<file path="src/logic/diff_out_params.svh">
// Offsets, field positions, reset values and codes of the output stage.
// Assumes inclusion by bare name from the output stage design files.
`ifndef DIFF_OUT_PARAMS_SVH
`define DIFF_OUT_PARAMS_SVH

// Register indices as printed; byte address is four times the index
`define IDX_STOP1       18'h324ba
`define IDX_STOP0       18'h324c4
`define IDX_DIFF        18'h324ce
`define ADDR_STOP1      {`IDX_STOP1, 2'b00}
`define ADDR_STOP0      {`IDX_STOP0, 2'b00}
`define ADDR_DIFF       {`IDX_DIFF, 2'b00}
`define ADDR_MODE       20'h00000
`define ADDR_MASK       20'h00004
`define ADDR_STATUS     20'h00008

// Field positions
`define MODE_EIGHT_BIT  0
`define STATUS_REPLAY   0
`define STATUS_DIFF     1
`define STATUS_MODERN   2

// Reset values
`define RST_DIFF        1'b0
`define RST_MODE        1'b0
`define RST_MASK        32'h00000000

// AXI responses
`define RESP_OKAY       2'b00
`define RESP_SLVERR     2'b10

`endif

</file>
<file path="src/logic/diff_out_pkg.sv">
// Types shared by the output stage modules.
// Assumes no other package is needed.
package diff_out_pkg;
	typedef enum logic [1:0] {
		stop_tristate,
		stop_low,
		stop_high
	} stop_state_e;

	typedef logic [15:0] module_word_t;
endpackage : diff_out_pkg

</file>
<file path="src/logic/stage_if.sv">
// Bundle between the output stage top and one module's pair mapper.
// Assumes both ends run on the same clock; the mapper is combinational.
`timescale 1ns/1ps
interface stage_if;
	logic                        eight_bit;
	logic                        diff;
	logic                        modern;
	logic                        replay;
	diff_out_pkg::stop_state_e   stop;
	diff_out_pkg::module_word_t  samples;
	diff_out_pkg::module_word_t  word;
	logic                        drive;

	modport feeder (
		output eight_bit,
		output diff,
		output modern,
		output replay,
		output stop,
		output samples,
		input  word,
		input  drive
	);

	modport mapper (
		input  eight_bit,
		input  diff,
		input  modern,
		input  replay,
		input  stop,
		input  samples,
		output word,
		output drive
	);
endinterface : stage_if

</file>
<file path="src/logic/pair_mapper.sv">
// Maps one module's samples or post-replay state onto its 16 output bits.
// Assumes samples already hold the module's slice in the low bits.
`timescale 1ns/1ps
module pair_mapper #(
	parameter int PAIRS = 8
) (
	stage_if.mapper  port
);
	always_comb begin
		port.word = '0;
		port.drive = 1'b1;
		if (port.replay) begin
			if (port.eight_bit && port.diff) begin
				for (int k = 0; k < PAIRS; k++) begin
					port.word[2*k] = port.samples[k];
					port.word[2*k+1] = ~port.samples[k];
				end
			end else if (port.eight_bit) begin
				// Odd bits unused in plain 8-bit mapping
				for (int k = 0; k < PAIRS; k++) begin
					port.word[2*k] = port.samples[k];
				end
			end else begin
				port.word = port.samples;
			end
		end else begin
			case (port.stop)
				diff_out_pkg::stop_low: begin
					port.word = '0;
					if (port.diff && port.modern) begin
						for (int k = 0; k < PAIRS; k++) begin
							port.word[2*k+1] = 1'b1;
						end
					end
				end
				diff_out_pkg::stop_high: begin
					port.word = '1;
					if (port.diff && port.modern) begin
						for (int k = 0; k < PAIRS; k++) begin
							port.word[2*k+1] = 1'b0;
						end
					end
				end
				default: begin
					port.drive = 1'b0;
				end
			endcase
		end
	end
endmodule : pair_mapper

</file>
<file path="src/logic/diff_out_top.sv">
// Output stage of a two-module pattern generator with AXI4-Lite registers.
// Assumes replay_active and the sample stream come from logic on the same clock.
`timescale 1ns/1ps
`include "diff_out_params.svh"
module diff_out_top #(
	parameter bit MODERN_REV = 1'b1,
	parameter int MODULES    = 2,
	parameter int PAIRS      = 8
) (
	input  wire logic         clock,
	input  wire logic         sys_rst,
	// AXI4-Lite slave
	input  wire logic [19:0]  s_axi_awaddr,
	input  wire logic         s_axi_awvalid,
	output logic              s_axi_awready,
	input  wire logic [31:0]  s_axi_wdata,
	input  wire logic [3:0]   s_axi_wstrb,
	input  wire logic         s_axi_wvalid,
	output logic              s_axi_wready,
	output logic [1:0]        s_axi_bresp,
	output logic              s_axi_bvalid,
	input  wire logic         s_axi_bready,
	input  wire logic [19:0]  s_axi_araddr,
	input  wire logic         s_axi_arvalid,
	output logic              s_axi_arready,
	output logic [31:0]       s_axi_rdata,
	output logic [1:0]        s_axi_rresp,
	output logic              s_axi_rvalid,
	input  wire logic         s_axi_rready,
	// Sample stream from the replay engine
	input  wire logic         replay_active,
	input  wire logic         sample_valid,
	input  wire logic [31:0]  sample_data,
	// Output pins, one nibble per level pair
	output logic [31:0]       pattern_out,
	output logic [31:0]       pattern_oe
);
	// ********************************************************************
	// Configuration registers
	// ********************************************************************
	logic                       differential_select;
	logic                       eight_bit_mode;
	logic [31:0]                output_enable_mask;
	diff_out_pkg::stop_state_e  post_replay_state_module0;
	diff_out_pkg::stop_state_e  post_replay_state_module1;

	// ********************************************************************
	// AXI write channel
	// ********************************************************************
	logic         aw_held;
	logic [19:0]  aw_addr;
	logic         w_held;
	logic [31:0]  w_data;
	logic [3:0]   w_strb;
	logic         do_write;
	logic         write_hit;
	logic [31:0]  wr_value;

	always_ff @(posedge clock or posedge sys_rst) begin
		if (sys_rst) begin
			aw_held <= 1'b0;
			aw_addr <= 20'h00000;
		end else if (s_axi_awvalid && s_axi_awready) begin
			aw_held <= 1'b1;
			aw_addr <= s_axi_awaddr;
		end else if (do_write) begin
			aw_held <= 1'b0;
		end
	end

	always_ff @(posedge clock or posedge sys_rst) begin
		if (sys_rst) begin
			w_held <= 1'b0;
			w_data <= 32'h00000000;
			w_strb <= 4'h0;
		end else if (s_axi_wvalid && s_axi_wready) begin
			w_held <= 1'b1;
			w_data <= s_axi_wdata;
			w_strb <= s_axi_wstrb;
		end else if (do_write) begin
			w_held <= 1'b0;
		end
	end

	// Ready only while the slot is empty and no response is pending
	always_ff @(posedge clock or posedge sys_rst) begin
		if (sys_rst) begin
			s_axi_awready <= 1'b0;
		end else begin
			s_axi_awready <= !aw_held && !s_axi_bvalid && !(s_axi_awvalid && s_axi_awready)
				&& !do_write;
		end
	end

	always_ff @(posedge clock or posedge sys_rst) begin
		if (sys_rst) begin
			s_axi_wready <= 1'b0;
		end else begin
			s_axi_wready <= !w_held && !s_axi_bvalid && !(s_axi_wvalid && s_axi_wready)
				&& !do_write;
		end
	end

	assign do_write = aw_held && w_held && !s_axi_bvalid;

	// ********************************************************************
	// Write address decode
	// ********************************************************************
	logic  hit_stop0;
	logic  hit_stop1;
	logic  hit_diff;
	logic  hit_mode;
	logic  hit_mask;

	always_comb begin
		hit_stop0 = aw_addr == `ADDR_STOP0;
		hit_stop1 = aw_addr == `ADDR_STOP1;
		hit_diff = aw_addr == `ADDR_DIFF;
		hit_mode = aw_addr == `ADDR_MODE;
		hit_mask = aw_addr == `ADDR_MASK;
	end

	always_comb begin
		write_hit = 1'b0;
		case (aw_addr)
			`ADDR_STOP0,
			`ADDR_STOP1,
			`ADDR_DIFF,
			`ADDR_MODE,
			`ADDR_MASK: write_hit = 1'b1;
			default: write_hit = 1'b0;
		endcase
	end

	// Lanes not strobed read as zero; one-bit fields also need lane 0
	always_comb begin
		wr_value = 32'h00000000;
		for (int b = 0; b < 4; b++) begin
			wr_value[8*b +: 8] = w_strb[b] ? w_data[8*b +: 8] : 8'h00;
		end
	end

	always_ff @(posedge clock or posedge sys_rst) begin
		if (sys_rst) begin
			s_axi_bvalid <= 1'b0;
			s_axi_bresp <= `RESP_OKAY;
		end else if (do_write) begin
			s_axi_bvalid <= 1'b1;
			s_axi_bresp <= write_hit ? `RESP_OKAY : `RESP_SLVERR;
		end else if (s_axi_bready) begin
			s_axi_bvalid <= 1'b0;
		end
	end

	// ********************************************************************
	// Register updates
	// ********************************************************************
	logic  low_lane;

	assign low_lane = w_strb[0];

	always_ff @(posedge clock or posedge sys_rst) begin
		if (sys_rst) begin
			eight_bit_mode <= `RST_MODE;
		end else if (do_write && hit_mode && low_lane) begin
			eight_bit_mode <= wr_value[`MODE_EIGHT_BIT];
		end
	end

	// Leaving 8-bit mode also drops differential mapping
	always_ff @(posedge clock or posedge sys_rst) begin
		if (sys_rst) begin
			differential_select <= `RST_DIFF;
		end else if (do_write && hit_diff && low_lane) begin
			if (!wr_value[0]) begin
				differential_select <= 1'b0;
			end else if (eight_bit_mode) begin
				differential_select <= 1'b1;
			end
		end else if (do_write && hit_mode && low_lane && !wr_value[`MODE_EIGHT_BIT]) begin
			differential_select <= 1'b0;
		end
	end

	always_ff @(posedge clock or posedge sys_rst) begin
		if (sys_rst) begin
			output_enable_mask <= `RST_MASK;
		end else if (do_write && hit_mask) begin
			for (int b = 0; b < 4; b++) begin
				if (w_strb[b]) begin
					output_enable_mask[8*b +: 8] <= w_data[8*b +: 8];
				end
			end
		end
	end

	// Code 3 is not a state and leaves the setting alone
	always_ff @(posedge clock or posedge sys_rst) begin
		if (sys_rst) begin
			post_replay_state_module0 <= diff_out_pkg::stop_tristate;
			post_replay_state_module1 <= diff_out_pkg::stop_tristate;
		end else if (do_write && low_lane && wr_value[1:0] != 2'b11) begin
			if (hit_stop0) begin
				post_replay_state_module0 <= diff_out_pkg::stop_state_e'(wr_value[1:0]);
			end
			if (hit_stop1) begin
				post_replay_state_module1 <= diff_out_pkg::stop_state_e'(wr_value[1:0]);
			end
		end
	end

	// ********************************************************************
	// AXI read channel
	// ********************************************************************
	logic [31:0]  rd_value;
	logic         read_hit;

	always_comb begin
		rd_value = 32'h00000000;
		read_hit = 1'b1;
		case (s_axi_araddr)
			`ADDR_STOP0: rd_value = {30'h00000000, post_replay_state_module0};
			`ADDR_STOP1: rd_value = {30'h00000000, post_replay_state_module1};
			`ADDR_DIFF: rd_value = {31'h00000000, differential_select};
			`ADDR_MODE: rd_value = {31'h00000000, eight_bit_mode};
			`ADDR_MASK: rd_value = output_enable_mask;
			`ADDR_STATUS: begin
				rd_value[`STATUS_REPLAY] = replay_active;
				rd_value[`STATUS_DIFF] = differential_select && eight_bit_mode;
				rd_value[`STATUS_MODERN] = MODERN_REV;
			end
			default: read_hit = 1'b0;
		endcase
	end

	always_ff @(posedge clock or posedge sys_rst) begin
		if (sys_rst) begin
			s_axi_arready <= 1'b0;
		end else begin
			s_axi_arready <= !s_axi_rvalid && !(s_axi_arvalid && s_axi_arready);
		end
	end

	always_ff @(posedge clock or posedge sys_rst) begin
		if (sys_rst) begin
			s_axi_rvalid <= 1'b0;
			s_axi_rdata <= 32'h00000000;
			s_axi_rresp <= `RESP_OKAY;
		end else if (s_axi_arvalid && s_axi_arready) begin
			s_axi_rvalid <= 1'b1;
			s_axi_rdata <= rd_value;
			s_axi_rresp <= read_hit ? `RESP_OKAY : `RESP_SLVERR;
		end else if (s_axi_rready) begin
			s_axi_rvalid <= 1'b0;
		end
	end

	// ********************************************************************
	// Per-module mapping
	// ********************************************************************
	stage_if  lane [MODULES] ();
	logic     update;

	// Replay holds the last word between samples; idle shows the stop state
	assign update = !replay_active || sample_valid;

	generate
		for (genvar m = 0; m < MODULES; m++) begin : g_module
			assign lane[m].eight_bit = eight_bit_mode;
			assign lane[m].diff = differential_select && eight_bit_mode;
			// Older boards cannot complement odd bits after replay
			assign lane[m].modern = MODERN_REV;
			assign lane[m].replay = replay_active;
			assign lane[m].stop = (m == 0) ? post_replay_state_module0
				: post_replay_state_module1;
			assign lane[m].samples = eight_bit_mode
				? {8'h00, sample_data[8*m +: 8]}
				: sample_data[16*m +: 16];

			pair_mapper #(
				.PAIRS (PAIRS)
			) u_mapper (
				.port (lane[m])
			);

			// Whole word lands in one flop stage so pairs switch together
			always_ff @(posedge clock or posedge sys_rst) begin
				if (sys_rst) begin
					pattern_out[16*m +: 16] <= 16'h0000;
				end else if (update) begin
					pattern_out[16*m +: 16] <= lane[m].word;
				end
			end

			// Each nibble feeds one level-pair buffer downstream
			always_ff @(posedge clock or posedge sys_rst) begin
				if (sys_rst) begin
					pattern_oe[16*m +: 16] <= 16'h0000;
				end else if (update) begin
					pattern_oe[16*m +: 16] <= lane[m].drive
						? output_enable_mask[16*m +: 16] : 16'h0000;
				end
			end
		end
	endgenerate
endmodule : diff_out_top

</file>
<file path="config.mk">
export PLATFORM = sky130hd
export DESIGN_NAME = diff_out_top
export DESIGN_NICKNAME = d
export VERILOG_FILES = /design/src/logic/diff_out_pkg.sv /design/src/logic/stage_if.sv /design/src/logic/pair_mapper.sv /design/src/logic/diff_out_top.sv
export VERILOG_INCLUDE_DIRS = /design/src /design/src/logic
export SDC_FILE = /design/constraint.sdc
export NUM_CORES = 1
export LEC_CHECK = 0
export BUFFER_PORTS_ARGS = -buffer_cell sky130_fd_sc_hd__buf_2
export CAP_MARGIN = 5
export CELL_PAD_IN_SITES_DETAIL_PLACEMENT = 1
export CELL_PAD_IN_SITES_GLOBAL_PLACEMENT = 1
export CORE_MARGIN = 3
export CORE_UTILIZATION = 30
export CTS_BUF_LIST = sky130_fd_sc_hd__clkbuf_8 sky130_fd_sc_hd__clkbuf_16
export CTS_CLUSTER_DIAMETER = 120
export DETAILED_ROUTE_END_ITERATION = 7
export HOLD_SLACK_MARGIN = 0.08
export PLACE_DENSITY = 0.73
export SETUP_SLACK_MARGIN = 0.1
export SLEW_MARGIN = 20
export SYNTH_ARGS = -nofsm -noshare
export SYNTH_HDL_FRONTEND = slang
export SYNTH_SLANG_ARGS = --single-unit
</file>
<file path="constraint.sdc">
create_clock -name clock -period 7.65 [get_ports clock]
set_input_delay 0.765 -clock clock [delete_from_list [all_inputs] [get_ports clock]]
set_output_delay 0.765 -clock clock [all_outputs]
set_load 0.01 [all_outputs]
</file>
# Word level (Yosys, flattened, before mapping)
# Cells that the tools add are included.
# word_totals
reg_bits,201
# op_classes
n_eq_ne,15
muxes,64
bitwise,16
n_reduce_logical,51
# op_table
operator,n
two-way mux 16 bit,8
"equality test 20 bit, second input constant",6
one-hot mux 16 bit (2 select lines),2
two-way mux 1 bit,49
"equality test 20 x 3 -> 1 bit, second input constant",2
logical NOT 20 bit,2
two-way mux 29 bit,1
logical AND 1 bit,22
"equality test 20 x 4 -> 1 bit, second input constant",1
one-hot mux 3 bit (6 select lines),1
NOT 1 bit,16
AND reduction 2 bit,7
logical NOT 1 bit,10
nonzero test 2 bit,5
two-way mux 2 bit,3
OR reduction 6 bit,1
OR reduction 5 bit,1
"equality test 2 x 1 -> 1 bit, second input constant",2
"equality test 2 bit, second input constant",2
OR reduction 2 bit,2
"!= test 3 bit, second input constant",1
"!= test 2 bit, second input constant",1
logical OR 1 bit,1

# Depth between registers and ports, before layout
# logic_depth
ltp_word,7
mapped_depth,7
ltp_nobuf,5

# Hierarchy
# Synthesis repeated with hierarchy kept, for this count alone.
# unflattened
cells_unflattened,777
area_unflattened_um2,8764.7
# by_module_without_submodules
mod,instances,cells_each,area_each_um2,seq_area_each_um2
diff_out_top,1,681,8016.4,4979.8
pair_mapper,2,48,374.1,0.0

# Worst setup path before layout
# OpenSTA, ideal clock, no wires.
# synth_path
path_type,in2reg
startpoint,in s_axi_araddr[13]
endpoint,reg s_axi_rdata[10]
setup_time_ns,0.065
t_arrival_ns,2.145
path_slack_ns,5.439
cell_stages,7
n_path_buf,2
path_cell_list,nor4_1 nand2_1 or3_1 nor2_1 buf_2 buf_2 a22o_1
# synth_between
elab_chain_cells,2
# synth_rtl
item,line_no,rtl
start: declaration,diff_out_top.sv:23,"input wire logic [19:0] s_axi_araddr,"
equality test 20 x 3 -> 1 bit,diff_out_top.sv:221,case (s_axi_araddr)
two-way mux 29 bit,diff_out_top.sv:221,
end signal: assignment,diff_out_top.sv:251,s_axi_rdata <= rd_value;
end: declaration,diff_out_top.sv:26,"output logic [31:0] s_axi_rdata,"
# Every way passes these cells.
# A chain may end at the register's enable or synchronous reset.

# Worst setup path after layout
# layout_path
startpoint,in replay_active
endpoint,reg pattern_oe[6]
# layout_between
elab_chain_cells,2
elab_cells_between_ends,4
classes_between,mux (2); reduce/logical (2)
# layout_rtl
item,line_no,rtl
start: declaration,diff_out_top.sv:31,"input wire logic replay_active,"
two-way mux 1 bit or logical NOT 1 bit (tied branches),"pair_mapper.sv:12, diff_out_top.sv:265",
two-way mux 16 bit or logical OR 1 bit (tied branches),"diff_out_top.sv:301, diff_out_top.sv:265",
end signal: indexed assignment,diff_out_top.sv:300,pattern_oe[16*m +: 16] <= lane[m].drive
end: declaration,diff_out_top.sv:36,output logic [31:0] pattern_oe
# Several ways; a longest one is shown, not always the timed one.

==> metrics.csv <==
metric;value;unit
yosysSeqAreaShare;59.8;%
gp_congestion;0.767;
post-dp-hpwl;17000;µm
drv_cap;0;
die-area;29800;µm²
setup_ws;5100;ps
worstPathCellList;buf_2 -> clkinv_1 -> nor2_4 -> nand2_1 -> a21oi_1;
p_sw;0.000801;W
rsz0062_at_grt;no;
final_common_cell;buf_2;
drt_first_pass_iters;4;
hold_viol;0;
vdd_drop_max;0.000156;V
ys.warnings.count;0;
nets;1050;
port_buffers;219;
cts_setup_buffers;0;
grt_util_all_layers;16.2;%
cts_num_sinks;199;
run_status;finished, final reports clean;
end_kind;register;
area_growth;24.7;%
ys_seq_elements;199;
critPathKind;input port to register;
cp_slowest_cell;nor2_4;
switching_share;29.4;%
fin_crit;2550;ps
avgRoutedWirePerCell;18.3;µm
start_kind;input port;
clkPwrFrac;32.8;%
final_cell_mix;219 x buf_2, 199 x dfrtp_1, 117 x nand2_1;
cts.clk_slew.worst_paths;80;ps
place_ws;4550;ps
multiInputGateArea;3110;µm²
critPathRequiredTime;8000;ps
final_area;10400;µm²
setup-tns-final;0;ps
power_frac_comb;16.7;%
grt-ovfl-total;0;
cts_tree;yes;
reg2reg_from;eight_bit_mode;
htree_levels;4;
seqPwrFrac;50.4;%
arrival;2900;ps
synth-edff-count;0;
grt_pass1_wl;38500;µm
leakagePower;5.05;nW
drtIter0Drc;299;
cts_hold_buf;0;
worst_slew_pin_slew;1020;ps
root_buffer;clkbuf_16;
drive_gt1_share;38.5;%
crit_path_start;replay_active;
critPathMaxFanout;32;
p_per_area;262;nW/µm²
coreArea;27100;µm²
start_util;30.7;%
grt_max_degree;127;
hold_start;s_axi_rvalid;
grt_antenna_before_repair;0;
yosys_most_used_dff;dfrtp_1;
synth_area;8330;µm²
setup_viol;0;
p_total;0.00272;W
insertedDiodeCount;0;
ys_top_cells_by_area;dfrtp_1 60%, mux2_2 13%, nand2_1 5.3%;
syn_avg_cell_area;11.5;µm²
fmax;0.392;GHz
synthCells;724;
grt_pass1_vias;6716;
cts_made_buffers;17;
die_h;173;µm
slew_violations;0;
fin_crit_sh;33.4;%
slew_headroom;31.7;%
hold_class;register to register;
cts_resized;0;
power.internal;0.00192;W
vias;6320;
worstSkewPairLatency;440;ps
fillers;3050;
finalClockSkew;19.7;ps
wirelength;24000;µm
regArea;4980;µm²
drtAntennaViolNets;0;
async_flop_share;100;%
post-synth-top-area-fraction;59.8;%
synth_top_area_cell;dfrtp_1;
critPathMaxStageDelay;880;ps
route.detailed.drc;0;
io_pins;222;
via_per_inst;4.82;
synth_cell_types;42;
cts.path.max_buffers;2;
floorplan.rows;60;
die_w;173;µm
placed_area;9800;µm²
routing by layer:
| metal | vias up | wire length, µm | global-route usage (%) |
|---|---|---|---|
| met3 | 15 | 1180 | 3.73 |
| li1 | 2938 | - | - |
| met4 | 0 | 248 | 3.79 |
| met1 | 3222 | 11200 | 22.0 |
| met5 | - | 0 | 0 |
| met2 | 145 | 11400 | 26.4 |
power groups by stage:
stage               registers, W  logic, W  clock network (W)
floorplan                0.00136  0.000307                  0
global placement         0.00138  0.000451                  0
detailed placement       0.00139  0.000463                  0
CTS                      0.00137  0.000466           0.000928
global route             0.00140  0.000510           0.000967
finish                   0.00137  0.000456           0.000894
through the flow:
step / hold slack, ps / std cells / util (%)
detailed placement: 460 / 1281 / 36.2
finish: 474 / 1312 / 38.3
CTS: 470 / 1312 / 38.3
global route: 493 / 1312 / 38.3
global placement: 439 / 1281 / 36.1
floorplan: 436 / 725 / -
worst paths after layout:
| check | endpoint | slack (ps) | cells past startpoint |
|---|---|---|---|
| max | pattern_oe[6] | 5100 | 5 |
| min | s_axi_arready | 470 | 1 |
| max reg2reg | pattern_out[25] | 5140 | 5 |
| min reg2reg | s_axi_arready | 470 | 1 |
| max in group asynchronous | pattern_out[9] | 5650 | 3 |
| min in group asynchronous | output_enable_mask[9] | 520 | 2 |
worst max-delay path, delay by kind of cell:
kind	cells	cell delay, ps
buffers and inverters	2	910
AO/OA/AOI/OAI	1	190
AND/OR/NAND/NOR	2	1010
cells by family (layout without fill, tap and decap cells):
logic type | Yosys count | in the layout | share of synthesized area, %
simple gates | 190 | 190 | 10.4
compound gates | 150 | 150 | 11.0
flops | 199 | 199 | 59.8
other cells | 1 | 2 | 0.0450
buf+inv | 67 | 282 | 3.18
fa+ha+maj | 5 | 5 | 0.751
mux | 112 | 112 | 14.9
synthesized netlist by cell type (2+ instances only):
cell      number
o21ai_0       41
clkbuf_1      30
nand4_1        3
or3_1          2
o22ai_1       18
nor3_1         5
nor2b_1        4
nor2_1        24
o21ai_1        2
ha_1           5
nor4_1         8
mux2i_1       17
o211ai_1       2
nand2b_1       2
inv_1         26
buf_1          3
nand3_1        4
and3_1         5
and2_1         4
mux2_2        95
buf_4          2
a21oi_1       50
a22o_1        29
o22a_1         2
dfrtp_1      199
buf_2          5
nand3_2        4
nand2_1      118
nor4bb_1       2
registers in the layout, summed over array words and instances (netlist names), 4 cells and up:
name / cells
pattern_oe: 32
w_data: 32
lane.stop: 4
output_enable_mask: 32
w_strb: 4
pattern_out: 32
s_axi_rdata: 32
aw_addr: 20
final cells by class:
type	count	share of cell area, %
timing repair buffer	224	10.9
clock buffer	19	4.36
inverter	27	1.05
sequential	199	47.9
clock inverter	12	1.29
tap	372	4.48
multi-input combinational	459	30.0
No activity file was read; power rests on OpenSTA's default activity.
